===== src/rtl/shp_map.svh =====
`ifndef SHP_MAP_SVH
`define SHP_MAP_SVH

// ****************************************************************
// Strap levels
// ****************************************************************
`define SHP_STYLE_SPLIT 1'b1
`define SHP_DRIVE_TRISTATE 1'b1
`define SHP_DRIVE_OPEN 1'b0

// ****************************************************************
// Field positions of the synchronised host pin vector
// ****************************************************************
`define SHP_HP_REGSEL 0
`define SHP_HP_DMASEL 1
`define SHP_HP_RD 2
`define SHP_HP_WR 3
`define SHP_HP_BHE 4
`define SHP_HP_ADDR_LO 5
`define SHP_HP_ADDR_HI 9
`define SHP_HP_DATA_LO 10
`define SHP_HP_DATA_HI 25
`define SHP_HP_PAR_LO 26
`define SHP_HP_PAR_HI 27
`define SHP_HP_WIDTH 28

// ****************************************************************
// Widths, lanes and reset values
// ****************************************************************
`define SHP_LANE_LO 0
`define SHP_LANE_HI 1
`define SHP_SCSI_DATA_W 9
`define SHP_SCSI_CTRL_W 4
`define SHP_SCSI_HS_W 2
`define SHP_ADDR_RST 5'h00
`define SHP_DATA_RST 16'h0000
`define SHP_PAR_RST 2'h0
`define SHP_LANE_RST 2'h0
`define SHP_RESET_MIN_CYCLES 4

`endif


===== src/rtl/shp_pkg.sv =====
package shp_pkg;

  // Host access state
  typedef enum logic [1:0] {
    shp_idle,
    shp_read,
    shp_write
  } shp_state_e;

endpackage


===== src/rtl/shp_pin_drive.sv =====
`timescale 1ns/1ps
`include "shp_map.svh"

module shp_pin_drive #(
  parameter int W = 1
) (
  // Clock and reset
  input wire logic clk_in,
  input wire logic rst_in,
  // Drive style and wanted pin levels
  input wire logic tristate_in,
  input wire logic [W-1:0] level_in,
  input wire logic drive_in,
  // Pin output and output enable
  output logic [W-1:0] pin_out,
  output logic [W-1:0] pin_oe_out
);

  logic [W-1:0] next_pin;
  logic [W-1:0] next_pin_oe;

  // Tri-state drives both levels, open drain only pulls low
  always_comb begin
    if (tristate_in == `SHP_DRIVE_TRISTATE) begin
      next_pin = level_in;
      next_pin_oe = {W{drive_in}};
    end else begin
      next_pin = '0;
      next_pin_oe = {W{drive_in}} & ~level_in;
    end
  end

  // Register pin drive
  always_ff @(posedge clk_in) begin
    if (rst_in) begin
      pin_out <= '0;
      pin_oe_out <= '0;
    end else begin
      pin_out <= next_pin;
      pin_oe_out <= next_pin_oe;
    end
  end

endmodule // shp_pin_drive


===== src/rtl/shp_host_port.sv =====
`timescale 1ns/1ps
`include "shp_map.svh"

// Function
// - Bus style strap: high split, low direction
// - Interrupt high in split, low in direction
// - Register select connects data bus to registers
// - DMA path select routes data to DMA
// - Five address bits select one register
// - Split style: read strobe drives register data
// - Direction style: read pin gives direction
// - Direction style: write pin is lower strobe
// - Split style: high byte enable gates upper
// - Direction style: upper strobe on high enable
// - Each byte lane carries its own parity
// - Data strap picks data pin drive style
// - Control strap picks control pin drive style
// - REQ and ACK always tri-state
// - Strap low open drain, high tri-state
module shp_host_port (
  // Clock and reset
  input wire logic clk_in,
  input wire logic rst_in,
  // Straps
  input wire logic bus_style_strap_in,
  input wire logic data_drive_style_strap_in,
  input wire logic control_drive_style_strap_in,
  // Host bus pins
  input wire logic register_select_n_in,
  input wire logic dma_path_select_n_in,
  input wire logic [4:0] addr_in,
  input wire logic rd_n_in,
  input wire logic wr_n_in,
  input wire logic high_byte_enable_n_in,
  input wire logic [15:0] host_data_in,
  input wire logic upper_lane_parity_in,
  input wire logic lower_lane_parity_in,
  output logic [15:0] host_data_out,
  output logic upper_lane_parity_out,
  output logic lower_lane_parity_out,
  output logic [1:0] host_data_oe_out,
  // Interrupt
  input wire logic irq_in,
  output logic irq_out,
  // Internal register side
  output logic [4:0] reg_addr_out,
  output logic reg_rd_out,
  output logic reg_wr_out,
  output logic [1:0] reg_lane_out,
  output logic [15:0] reg_wdata_out,
  output logic [1:0] reg_wpar_out,
  input wire logic [15:0] reg_rdata_in,
  input wire logic [1:0] reg_rpar_in,
  // DMA data bus pins
  input wire logic [15:0] dma_data_in,
  input wire logic [1:0] dma_par_in,
  output logic [15:0] dma_data_out,
  output logic [1:0] dma_par_out,
  output logic [1:0] dma_data_oe_out,
  // SCSI pin levels from the core
  input wire logic [`SHP_SCSI_DATA_W-1:0] scsi_data_level_in,
  input wire logic scsi_data_drive_in,
  input wire logic [`SHP_SCSI_CTRL_W-1:0] scsi_ctrl_level_in,
  input wire logic scsi_ctrl_drive_in,
  input wire logic [`SHP_SCSI_HS_W-1:0] scsi_hs_level_in,
  input wire logic scsi_hs_drive_in,
  // SCSI pins
  output logic [`SHP_SCSI_DATA_W-1:0] scsi_data_out,
  output logic [`SHP_SCSI_DATA_W-1:0] scsi_data_oe_out,
  output logic [`SHP_SCSI_CTRL_W-1:0] scsi_ctrl_out,
  output logic [`SHP_SCSI_CTRL_W-1:0] scsi_ctrl_oe_out,
  output logic [`SHP_SCSI_HS_W-1:0] scsi_hs_out,
  output logic [`SHP_SCSI_HS_W-1:0] scsi_hs_oe_out
);

  // ****************************************************************
  // Pin synchronisers
  // ****************************************************************
  logic [`SHP_HP_WIDTH-1:0] hp_meta;
  logic [`SHP_HP_WIDTH-1:0] hp;
  logic [17:0] dma_meta;
  logic [17:0] dma_sync;
  logic [2:0] strap_meta;
  logic [2:0] strap_sync;

  // Two flops on every pin before use
  always_ff @(posedge clk_in) begin
    hp_meta <= {upper_lane_parity_in, lower_lane_parity_in, host_data_in, addr_in,
                high_byte_enable_n_in, wr_n_in, rd_n_in, dma_path_select_n_in, register_select_n_in};
    hp <= hp_meta;
    dma_meta <= {dma_par_in, dma_data_in};
    dma_sync <= dma_meta;
    strap_meta <= {control_drive_style_strap_in, data_drive_style_strap_in, bus_style_strap_in};
    strap_sync <= strap_meta;
  end

  // ****************************************************************
  // Strap capture
  // ****************************************************************
  logic split_style;
  logic data_tristate;
  logic ctrl_tristate;

  // Straps are caught while reset is held and kept afterwards
  always_ff @(posedge clk_in) begin
    if (rst_in) begin
      split_style <= strap_sync[0];
      data_tristate <= strap_sync[1];
      ctrl_tristate <= strap_sync[2];
    end
  end

  // ****************************************************************
  // Host strobe decode
  // ****************************************************************
  logic reg_sel;
  logic dma_sel;
  logic rd_act;
  logic wr_act;
  logic [1:0] lanes;

  // Strobes by bus style; register select wins over DMA path
  always_comb begin
    reg_sel = ~hp[`SHP_HP_REGSEL];
    dma_sel = ~hp[`SHP_HP_DMASEL] & hp[`SHP_HP_REGSEL];
    if (split_style == `SHP_STYLE_SPLIT) begin
      rd_act = ~hp[`SHP_HP_RD];
      wr_act = ~hp[`SHP_HP_WR] & hp[`SHP_HP_RD];
      lanes = {~hp[`SHP_HP_BHE], 1'b1};
    end else begin
      lanes = {~hp[`SHP_HP_BHE], ~hp[`SHP_HP_WR]};
      rd_act = hp[`SHP_HP_RD] & (|lanes);
      wr_act = ~hp[`SHP_HP_RD] & (|lanes);
    end
  end

  // ****************************************************************
  // Access sequencer
  // ****************************************************************
  shp_pkg::shp_state_e state;
  shp_pkg::shp_state_e next_state;
  logic acc_reg;
  logic next_acc_reg;
  logic [4:0] next_reg_addr;
  logic next_reg_rd;
  logic next_reg_wr;
  logic [1:0] next_reg_lane;
  logic [15:0] next_reg_wdata;
  logic [1:0] next_reg_wpar;

  // Reads pulse at strobe start, writes commit at strobe end
  always_comb begin
    next_state = state;
    next_acc_reg = acc_reg;
    next_reg_addr = reg_addr_out;
    next_reg_rd = 1'b0;
    next_reg_wr = 1'b0;
    next_reg_lane = reg_lane_out;
    next_reg_wdata = reg_wdata_out;
    next_reg_wpar = reg_wpar_out;
    unique case (state)
      shp_pkg::shp_idle: begin
        if ((reg_sel | dma_sel) & rd_act) begin
          next_state = shp_pkg::shp_read;
          next_acc_reg = reg_sel;
          next_reg_addr = hp[`SHP_HP_ADDR_HI:`SHP_HP_ADDR_LO];
          next_reg_lane = lanes;
          next_reg_rd = reg_sel;
        end else if ((reg_sel | dma_sel) & wr_act) begin
          next_state = shp_pkg::shp_write;
          next_acc_reg = reg_sel;
          next_reg_addr = hp[`SHP_HP_ADDR_HI:`SHP_HP_ADDR_LO];
        end
      end
      shp_pkg::shp_read: begin
        next_reg_lane = lanes;
        if (~rd_act) begin
          next_state = shp_pkg::shp_idle;
        end
      end
      shp_pkg::shp_write: begin
        if (wr_act) begin
          next_reg_lane = lanes;
          next_reg_wdata = hp[`SHP_HP_DATA_HI:`SHP_HP_DATA_LO];
          next_reg_wpar = hp[`SHP_HP_PAR_HI:`SHP_HP_PAR_LO];
        end else begin
          next_state = shp_pkg::shp_idle;
          next_reg_wr = acc_reg;
        end
      end
    endcase
  end

  // Register sequencer state
  always_ff @(posedge clk_in) begin
    if (rst_in) begin
      state <= shp_pkg::shp_idle;
      acc_reg <= 1'b0;
      reg_addr_out <= `SHP_ADDR_RST;
      reg_rd_out <= 1'b0;
      reg_wr_out <= 1'b0;
      reg_lane_out <= `SHP_LANE_RST;
      reg_wdata_out <= `SHP_DATA_RST;
      reg_wpar_out <= `SHP_PAR_RST;
    end else begin
      state <= next_state;
      acc_reg <= next_acc_reg;
      reg_addr_out <= next_reg_addr;
      reg_rd_out <= next_reg_rd;
      reg_wr_out <= next_reg_wr;
      reg_lane_out <= next_reg_lane;
      reg_wdata_out <= next_reg_wdata;
      reg_wpar_out <= next_reg_wpar;
    end
  end

  // ****************************************************************
  // Data paths and interrupt
  // ****************************************************************
  logic [15:0] next_host_data;
  logic [1:0] next_host_par;
  logic [1:0] next_host_oe;
  logic [15:0] next_dma_data;
  logic [1:0] next_dma_par;
  logic [1:0] next_dma_oe;
  logic next_irq;

  // Host drivers only on selected reads; DMA drivers on DMA-path writes
  always_comb begin
    next_host_data = acc_reg ? reg_rdata_in : dma_sync[15:0];
    next_host_par = acc_reg ? reg_rpar_in : dma_sync[17:16];
    next_host_oe = (state == shp_pkg::shp_read && rd_act) ? lanes : 2'h0;
    next_dma_data = hp[`SHP_HP_DATA_HI:`SHP_HP_DATA_LO];
    next_dma_par = hp[`SHP_HP_PAR_HI:`SHP_HP_PAR_LO];
    next_dma_oe = (state == shp_pkg::shp_write && ~acc_reg && wr_act) ? lanes : 2'h0;
    next_irq = (split_style == `SHP_STYLE_SPLIT) ? irq_in : ~irq_in;
  end

  // Data path registers
  always_ff @(posedge clk_in) begin
    if (rst_in) begin
      host_data_out <= `SHP_DATA_RST;
      upper_lane_parity_out <= 1'b0;
      lower_lane_parity_out <= 1'b0;
      host_data_oe_out <= 2'h0;
      dma_data_out <= `SHP_DATA_RST;
      dma_par_out <= `SHP_PAR_RST;
      dma_data_oe_out <= 2'h0;
      irq_out <= 1'b0;
    end else begin
      host_data_out <= next_host_data;
      upper_lane_parity_out <= next_host_par[`SHP_LANE_HI];
      lower_lane_parity_out <= next_host_par[`SHP_LANE_LO];
      host_data_oe_out <= next_host_oe;
      dma_data_out <= next_dma_data;
      dma_par_out <= next_dma_par;
      dma_data_oe_out <= next_dma_oe;
      irq_out <= next_irq;
    end
  end

  // ****************************************************************
  // SCSI pin drive style
  // ****************************************************************
  // Data pins and parity follow the data strap
  shp_pin_drive #(.W(`SHP_SCSI_DATA_W)) u_data_drive (
    .clk_in(clk_in),
    .rst_in(rst_in),
    .tristate_in(data_tristate),
    .level_in(scsi_data_level_in),
    .drive_in(scsi_data_drive_in),
    .pin_out(scsi_data_out),
    .pin_oe_out(scsi_data_oe_out)
  );

  // Message, control/data, input/output and attention follow the control strap
  shp_pin_drive #(.W(`SHP_SCSI_CTRL_W)) u_ctrl_drive (
    .clk_in(clk_in),
    .rst_in(rst_in),
    .tristate_in(ctrl_tristate),
    .level_in(scsi_ctrl_level_in),
    .drive_in(scsi_ctrl_drive_in),
    .pin_out(scsi_ctrl_out),
    .pin_oe_out(scsi_ctrl_oe_out)
  );

  // Handshake pins are tri-state whatever the straps say
  shp_pin_drive #(.W(`SHP_SCSI_HS_W)) u_hs_drive (
    .clk_in(clk_in),
    .rst_in(rst_in),
    .tristate_in(`SHP_DRIVE_TRISTATE),
    .level_in(scsi_hs_level_in),
    .drive_in(scsi_hs_drive_in),
    .pin_out(scsi_hs_out),
    .pin_oe_out(scsi_hs_oe_out)
  );

endmodule // shp_host_port


===== config.mk =====
export PLATFORM = sky130hd
export DESIGN_NAME = shp_host_port
export DESIGN_NICKNAME = d
export VERILOG_FILES = /design/src/rtl/shp_pkg.sv /design/src/rtl/shp_pin_drive.sv /design/src/rtl/shp_host_port.sv
export VERILOG_INCLUDE_DIRS = /design/src /design/src/rtl
export SDC_FILE = /design/constraint.sdc
export NUM_CORES = 1
export LEC_CHECK = 0
export BUFFER_PORTS_ARGS = -buffer_cell sky130_fd_sc_hd__buf_2
export CAP_MARGIN = 20
export CORE_ASPECT_RATIO = 0.7
export CORE_MARGIN = 3
export CORE_UTILIZATION = 48
export DETAILED_ROUTE_END_ITERATION = 12
export PLACE_DENSITY_LB_ADDON = 0.12
export SLEW_MARGIN = 20
export SYNTH_ARGS = -nofsm -noshare
export SYNTH_HDL_FRONTEND = slang
export SYNTH_SLANG_ARGS = --single-unit

===== constraint.sdc =====
create_clock -name clk_in -period 2.1 [get_ports clk_in]
set_input_delay 0.315 -clock clk_in [delete_from_list [all_inputs] [get_ports clk_in]]
set_output_delay 0.315 -clock clk_in [all_outputs]
set_load 0.1 [all_outputs]

==> results of run 1 <==
==> through the flow <==
step / hold WS, ps / power [mW] / std cells
floorplan: 310 / 5.53 / 401
detailed placement: 312 / 5.82 / 720
global placement: 310 / 5.80 / 720
global route: 17.8 / 9.14 / 799
finish: 36.6 / 8.80 / 799
CTS: 16.1 / 8.90 / 799
==> report_power, final <==
group | switching (mW) | internal, mW
Combinational | 1.27 | 0.393
Clock | 1.26 | 1.73
Sequential | 0.0859 | 4.07
==> worst max-delay path, stage by stage, from the launching register on <==
cell and delay [ps]:
edfxtp_1 530, mux2_4 380, a211oi_4 480, mux2i_1 240, nor2_1 50
==> placed cells by master, fill, tap and decap left out, types with 2 or more instances in the layout <==
cell           netlist  routed
clkinv_2             0       2
a21oi_1             16      16
nand2b_1             4       4
nor2b_1             21      21
and2_1              14      14
buf_2                4     185
inv_1                4       4
clkbuf_1            11       7
dfxtp_1            198     198
clkbuf_16            0      19
buf_4                1       4
edfxtp_1             3       3
dlygate4sd3_1        0      49
nor2_1              46      46
a311oi_1             2       2
o21ai_0              2       2
xor2_1               2       2
mux2i_1             44      44
nor4_1               3       3
ha_1                 3       3
clkbuf_8             0       2
==> logic make-up (layout without fill, tap and decap cells) <==
| family | Yosys count | count (layout) |
|---|---|---|
| DFF | 201 | 201 |
| and+or+nand+nor | 99 | 99 |
| muxes | 45 | 45 |
| AOI/OAI and AO/OA | 28 | 28 |
| buffers and inverters | 23 | 273 |
| adders and majority gates | 3 | 3 |
| xor gates and xnor gates | 2 | 2 |
==> per-layer routing <==
layer  track usage, %  wire [um]  up-vias
li1                 -          -     1784
met1             19.7       4510     1650
met2             27.9       5030      105
met3             5.54        768       20
met4             4.15        163        0
met5                0          0        -
==> path summary, 6_finish.rpt <==
path | cells after the start | to
max | 4 | reg_addr_out[4]
min | 2 | u_data_drive.pin_oe_out[5]
max reg2reg | 4 | reg_addr_out[4]
min reg2reg | 0 | dma_sync[9]
==> layout make-up <==
class	count	share of cell area [%]
clock inverters	2	0.134
repair buffers	238	19.4
well taps	148	2.48
clock buffers	28	7.09
inverters	5	0.252
flip-flops and latches	201	54.3
multi-input cells	177	16.3
==> impl_metrics.toml, run 1 <==
[status]
status = "completed"

[flow_run]
max_cap_viol_count = 0

[synth]
synth_cells = 401
yosysUniqueCellTypes = 40
synth-adder-area-share_pct = 0.699
synthArstFlopShare_pct = 0
post-synth-top-count-cell = "dfxtp_1"
syn_avg_cell_area_sq_um = 13.4
yosys_warnings = 0
muxShareOfSynthArea_pct = 8.48
syn-num-nets = 492
synth_edf_count = 3
netlist_area_sq_um = 5370
synth-seq-cells = 201
synth_area_leaders = "dfxtp_1, mux2i_1, nor2_1"
synth-compound-area-share_pct = 3.47
synth_top_family_by_area = "simple AND/OR/NAND/NOR gates"
synth_common_cells = "dfxtp_1, nor2_1, mux2i_1"
yosysTopAreaCellShare_pct = 73.8
synth_top_area_cell = "dfxtp_1"
synth-simple-area-share_pct = 9.66
synth_seq_area_share_pct = 75.5
synthXorXnorAreaFrac_pct = 0.326
synthFlopType = "dfxtp_1"

[critical_path]
crit_fanout = 8
timing.rr.start = "split_style"
crit_arrival_ps = 2150
cp-startpoint = "split_style"
worstSetupPathType = "flip-flop to flip-flop"
crit_required_ps = 2440
r2r_setup_slack_ps = 300
startpoint_type = "flip-flop"
cp-end-kind = "flip-flop"

[power]
p_leak_nw = 3.60
p_per_area_nw_per_um2 = 1180
peakVddDrop_uv = 737

[grt]
grt_pass1_wl_um = 16700
antenna_found_initial = 0
overflow = 0
grt_start_max_net_pins = 38
grt_pass1_vias = 3521
grt_usage_pct = 16.2

[clock_tree]
postCtsSetupBuffers = 0
clock_latency_ps = 460
htree_levels = 1
cts_buffer_depth = 3
cts_tree = "yes"
clk_pin_slew_worst_paths_ps = 60
post_cts_resized = 0
cts.sinks = 201
clock-root-buffer = "clkbuf_16"
numCtsBuffers = 18
cts-hold-fix-buffers = 49

[timing]
period_share_pct = 85.8
clock.fmax_ghz = 0.555
tightestPinTransition_ps = 661
rsz0062_at_grt = "no"
finalSetupTns_ps = 0
hold_viol_final = 0
fin_ws_ps = 299
fin_crit_ps = 1800
slew_violations = 0
relSlewSlack_pct = 56.0
skew_ps = 5.57
setup_viol = 0

[placed_design]
post-place-ws_ps = 291
port_buffers = 185
dp_hpwl_um = 6860
gp_congestion = 0.722
postPlaceCellArea_sq_um = 6430

[routing]
routed_wl_um = 10500
drt-pass1-iter-count = 4
vias = 3559
drtIter0Drc = 107
wl_per_cell_um = 13.1
viasPerCell = 4.45
drt.antenna.violating_nets = 0
drc_errors = 0

[floorplan]
fp.dieH_um = 94.5
die_w_um = 132
dieArea_sq_um = 12500
rows = 31
ios = 186
core_area_sq_um = 10600
start_util_pct = 50.6

[cells_and_area]
top_regs = "hp: 28 flops, hp_meta: 28 flops"
register_area_sq_um = 4050
multi_input_area_sq_um = 1220
finish.instance_area_sq_um = 7460
area_delta_synth_final_pct = 38.8
drive_gt1_share_pct = 33.6
fillers = 796
n_antenna_cell = 0
final_core_util_pct = 70.2
fin_nets = 732

[hold_path]
min-delay-start = "scsi_data_level_in[5]"
min_path_type = "primary input to flip-flop"
Power figures use the tool's default switching activity.
==> run 2: changes to the inputs <==
--- a/config.mk
+++ b/config.mk
@@ -10,7 +10,8 @@
 export CAP_MARGIN = 20
 export CORE_ASPECT_RATIO = 0.7
 export CORE_MARGIN = 3
-export CORE_UTILIZATION = 48
+export CORE_UTILIZATION = 51
+export CTS_BUF_LIST = sky130_fd_sc_hd__clkbuf_2 sky130_fd_sc_hd__clkbuf_4 sky130_fd_sc_hd__clkbuf_8
 export DETAILED_ROUTE_END_ITERATION = 12
 export PLACE_DENSITY_LB_ADDON = 0.12
 export SLEW_MARGIN = 20
==> run 2 against run 1 <==
Effect of this change:
- non-clock buffer count grew 14
- combinational power is essentially flat
- largest cell class unchanged
- clock skew grew 9.5 ps
- die area shrank 5.6%
- highest routed layer unchanged
- global-route usage grew 2.0 points
- routed wire length grew 5.7%
- hold slack gained 3.5 ps
==> impl_metrics.toml, run 2 (same netlist as run 1, synthesis figures left out) <==
[status]
status = "completed"

[timing]
fin_crit_ps = 1820
relSlewSlack_pct = 56.2
rsz0062_at_grt = "no"
clock.fmax_ghz = 0.550
tightestPinTransition_ps = 657
finalSetupTns_ps = 0
period_share_pct = 86.6
fin_ws_ps = 282
setup_viol = 0
slew_violations = 0
hold_viol_final = 0
skew_ps = 15.0

[placed_design]
post-place-ws_ps = 289
gp_congestion = 0.764
dp_hpwl_um = 6700
port_buffers = 185

[critical_path]
crit_arrival_ps = 2200
cp-startpoint = "split_style"
r2r_setup_slack_ps = 280
crit_fanout = 8
r2r_cells = 4
startpoint_type = "flip-flop"
worstSetupPathType = "flip-flop to flip-flop"
crit_required_ps = 2480
cp-end-kind = "flip-flop"
r2r-end = "reg_addr_out[0]"
timing.rr.start = "split_style"

[routing]
routed_wl_um = 11100
drtIter0Drc = 78
viasPerCell = 4.40
drt-pass1-iter-count = 4
wl_per_cell_um = 13.6
vias = 3585
drc_errors = 0
drt.antenna.violating_nets = 0

[clock_tree]
clock_latency_ps = 510
clock-root-buffer = "clkbuf_8"
clk_pin_slew_worst_paths_ps = 70
cts_buffer_depth = 3
htree_levels = 1
postCtsSetupBuffers = 0
cts.sinks = 201
numCtsBuffers = 28
cts_tree = "yes"

[power]
power_frac_comb_pct = 18.8
clockPowerShare_pct = 34.8
power.total_mw = 8.95
p_leak_nw = 3.73
p_per_area_nw_per_um2 = 1170
internal-power_mw = 6.27
netSwitchingPower_mw = 2.69
power_frac_seq_pct = 46.4
swShare_pct = 30.0
peakVddDrop_uv = 713

[floorplan]
start_util_pct = 53.8
ios = 186
fp.dieH_um = 91.9
dieArea_sq_um = 11800
die_w_um = 129
core_area_sq_um = 9980
rows = 30

[hold_path]
min_to = "host_data_out[5]"
min_path_type = "primary input to flip-flop"
hold_depth = 3
min-delay-start = "reg_rdata_in[5]"

[cells_and_area]
area_delta_synth_final_pct = 42.4
fillers = 635
n_antenna_cell = 0
fin_nets = 756
final_cell_mix = "dfxtp_1, buf_2, dlygate4sd3_1"
mostFrequentLayoutCell = "dfxtp_1"
drive_gt1_share_pct = 36.0
top_regs = "hp: 28 flops, hp_meta: 28 flops"

[grt]
grt_pass1_wl_um = 17400
overflow = 0
antenna_found_initial = 0
grt_start_max_net_pins = 43
grt_usage_pct = 18.1
grt_pass1_vias = 3695

[flow_run]
max_cap_viol_count = 0
run 2: timing repair:
action | in CTS | in global routing
hold endpoints to repair | 72 | 0
resized for setup | 0 | 0
setup endpoints to repair | 0 | 0
hold buffers | 63 | 0
run 2: per-stage QoR:
| step | std cells | cell area (sq um) | hold slack, ps | utilization, % |
|---|---|---|---|---|
| 3_5_place_dp | 700 | 6400 | 312 | 64.1 |
| 3_3_place_gp | 700 | 6400 | 310 | 64.1 |
| 2_1_floorplan | 401 | 5370 | 310 | - |
| 4_1_cts | 814 | 7650 | 8.81 | 76.6 |
| 6_report | 814 | 7650 | 40.1 | 76.6 |
| 5_1_grt | 814 | 7650 | 3.75 | 76.6 |
run 2: area by class of cell:
class / instances / area [sq um] / share of cell area [%]
clock buffer: 48 / 598 / 7.82
clock inverter: 3 / 15.0 / 0.196
inverter: 5 / 18.8 / 0.245
multi-input combinational: 177 / 1220 / 15.9
sequential: 201 / 4050 / 53.0
tap: 128 / 160 / 2.09
timing repair buffer: 252 / 1590 / 20.7
run 2: worst max-delay path by stage:
stage / to / slack [ps] / cells after the start
4_1_cts: reg_addr_out[0] / 280 / 4
6_report: reg_addr_out[0] / 280 / 4
3_5_place_dp: reg_addr_out[0] / 290 / 4
3_3_place_gp: reg_addr_out[3] / 350 / 4
2_1_floorplan: scsi_hs_oe_out[1] / 430 / 1
5_1_grt: reg_addr_out[0] / 180 / 4
run 2: power by group through the flow:
stage	Combinational, mW	Sequential (mW)	Clock, mW
3_3_place_gp	1.57	4.23	0
2_1_floorplan	0.378	5.15	0
4_1_cts	1.68	4.15	3.20
3_5_place_dp	1.59	4.23	0
5_1_grt	1.76	4.17	3.38
6_report	1.68	4.15	3.12
run 2: worst max-delay path, cell delays in order, from the launching register on:
cell and delay [ps]:
edfxtp_1 520, mux2_4 370, a211oi_4 480, mux2i_1 250
nor2_1 60
run 2: per-layer routing:
metal | track usage, % | up-vias | part of all wire, %
met5 | 0 | - | 0
met4 | 5.94 | 0 | 1.9
met3 | 7.04 | 22 | 8.4
met2 | 31.1 | 127 | 48
met1 | 20.8 | 1598 | 41
li1 | - | 1838 | -
==> run 3: changes to the inputs <==
--- a/config.mk
+++ b/config.mk
@@ -9,11 +9,11 @@
 export BUFFER_PORTS_ARGS = -buffer_cell sky130_fd_sc_hd__buf_2
 export CAP_MARGIN = 20
 export CORE_ASPECT_RATIO = 0.7
-export CORE_MARGIN = 3
+export CORE_MARGIN = 1.5
 export CORE_UTILIZATION = 51
 export CTS_BUF_LIST = sky130_fd_sc_hd__clkbuf_2 sky130_fd_sc_hd__clkbuf_4 sky130_fd_sc_hd__clkbuf_8
 export DETAILED_ROUTE_END_ITERATION = 12
-export PLACE_DENSITY_LB_ADDON = 0.12
+export PLACE_DENSITY = 0.88
 export SLEW_MARGIN = 20
 export SYNTH_ARGS = -nofsm -noshare
 export SYNTH_HDL_FRONTEND = slang
==> run 3 against run 2 <==
Effect of this change:
- total power is 0.34% higher
- core utilization is 2.0 points lower
- register-to-register slack worse by 90 ps
- routed wire length is 13% higher
- critical path depth stayed put
==> impl_metrics.toml, run 3 (same netlist as run 1, synthesis figures left out) <==
[placed_design]
gp_congestion = 0.771
dp_hpwl_um = 7330
port_buffers = 185

[floorplan]
core_area_sq_um = 10300
dieArea_sq_um = 11200
fp.dieH_um = 88.9
die_w_um = 126
rows = 31
start_util_pct = 52.3
ios = 186

[timing]
skew_ps = 10.5
tightestPinTransition_ps = 685
finalSetupTns_ps = 0
slew_violations = 0
clock.fmax_ghz = 0.523
finalHoldWorstSlack_ps = 26.0
fin_crit_ps = 1910
period_share_pct = 91.0
relSlewSlack_pct = 54.4
hold_viol_final = 0
setup_viol = 0
rsz0062_at_grt = "no"

[critical_path]
critical_path.endpoint = "acc_reg"
cp_num_buf_inv = 0
r2r_setup_slack_ps = 190
crit_required_ps = 2530
crit_family = "compound AO/OA/AOI/OAI gates"
slowest_stage = "edfxtp_1"
worstSetupPathType = "flip-flop to flip-flop"
crit_fanout = 8
crit_arrival_ps = 2340
r2r-end = "acc_reg"
crit_cells = 4
crit_chain = "mux2_4 -> a211oi_4 -> nor2_1 -> a211oi_1"
max_stage_delay_ps = 520
cp-end-kind = "flip-flop"
startpoint_type = "flip-flop"
cp-startpoint = "split_style"
timing.rr.start = "split_style"
r2r_cells = 4

[power]
internal-power_mw = 6.21
clockPowerShare_pct = 34.5
power_frac_seq_pct = 46.6
power_frac_comb_pct = 19.0
netSwitchingPower_mw = 2.78
p_leak_nw = 3.72
swShare_pct = 30.9
p_per_area_nw_per_um2 = 1170
peakVddDrop_uv = 853

[routing]
viasPerCell = 4.66
drc_errors = 0
wl_per_cell_um = 15.4
routed_wl_um = 12600
drtIter0Drc = 114
drt.antenna.violating_nets = 0
vias = 3798
drt-pass1-iter-count = 4

[flow_run]
max_cap_viol_count = 0

[clock_tree]
clock-root-buffer = "clkbuf_8"
numCtsBuffers = 28
postCtsSetupBuffers = 0
clock_latency_ps = 520
cts.sinks = 201
htree_levels = 1
cts_buffer_depth = 3
cts_tree = "yes"
post_cts_resized = 0
clk_pin_slew_worst_paths_ps = 70

[cells_and_area]
fin_nets = 756
drive_gt1_share_pct = 35.6
top_regs = "hp: 28 flops, hp_meta: 28 flops"
area_delta_synth_final_pct = 42.7
n_antenna_cell = 0
final_cell_mix = "dfxtp_1, buf_2, dlygate4sd3_1"
mostFrequentLayoutCell = "dfxtp_1"

[grt]
antenna_found_initial = 0
grt_pass1_vias = 4005
grt_usage_pct = 21.9
grt_pass1_wl_um = 19200
grt_start_max_net_pins = 40
overflow = 0

[hold_path]
min_path_type = "primary input to flip-flop"

[status]
status = "completed"
==> run 3: worst min path at each step <==
stage | slack, ps | end | cells after the start | from
2_1_floorplan | 310 | dma_sync[0] | 0 | dma_meta[0]
3_3_place_gp | 310 | hp[17] | 0 | hp_meta[17]
3_5_place_dp | 310 | hp[21] | 0 | hp_meta[21]
4_1_cts | 2 | host_data_out[0] | 3 | reg_rdata_in[0]
5_1_grt | 2 | lower_lane_parity_out | 3 | reg_rpar_in[0]
6_report | 30 | lower_lane_parity_out | 3 | reg_rpar_in[0]
==> run 3: stage by stage <==
stage                     utilization, %  setup WS (ps)  instances  area [sq um]  total power [mW]
after floorplan                        -            429        401          5370              5.53
after global placement              62.7            380        703          6440              5.80
after detailed placement            62.7            282        703          6440              5.85
after CTS                           74.6            244        815          7660              9.02
after global routing                74.6           82.9        815          7660              9.30
final                               74.6            189        815          7660              8.98
==> run 3: what timing repair did <==
| item | CTS | global route |
|---|---|---|
| endpoints found under the hold margin | 70 | 0 |
| setup endpoints to repair | 0 | 0 |
| hold buffers | 64 | 0 |
==> run 3: power by group through the flow <==
stage | Combinational [mW] | Sequential, mW | Clock [mW]
floorplan | 0.378 | 5.15 | 0
global placement | 1.56 | 4.24 | 0
detailed placement | 1.59 | 4.26 | 0
CTS | 1.69 | 4.18 | 3.16
global route | 1.77 | 4.20 | 3.33
finish | 1.70 | 4.18 | 3.10
==> run 3: area by class of cell <==
cell class	count	area, sq um
clock inverter	7	63.8
sequential	201	4050
fill	645	2610
tap	132	165
clock buffer	41	520
multi-input combinational	177	1220
timing repair buffer	252	1630
inverter	5	18.8
==> run 3: worst register-to-register path, stage by stage, from the launching register on <==
cell and delay (ps):
edfxtp_1 520, mux2_4 380, a211oi_4 520, nor2_1 130
a211oi_1 270
==> run 3: layer usage <==
layer | part of all wire, % | GRT usage, % | up-vias
li1 | - | - | 1838
met1 | 40 | 24.2 | 1777
met2 | 50 | 40.9 | 162
met3 | 8.0 | 7.32 | 21
met4 | 1.7 | 6.20 | 0
met5 | 0 | 0 | -
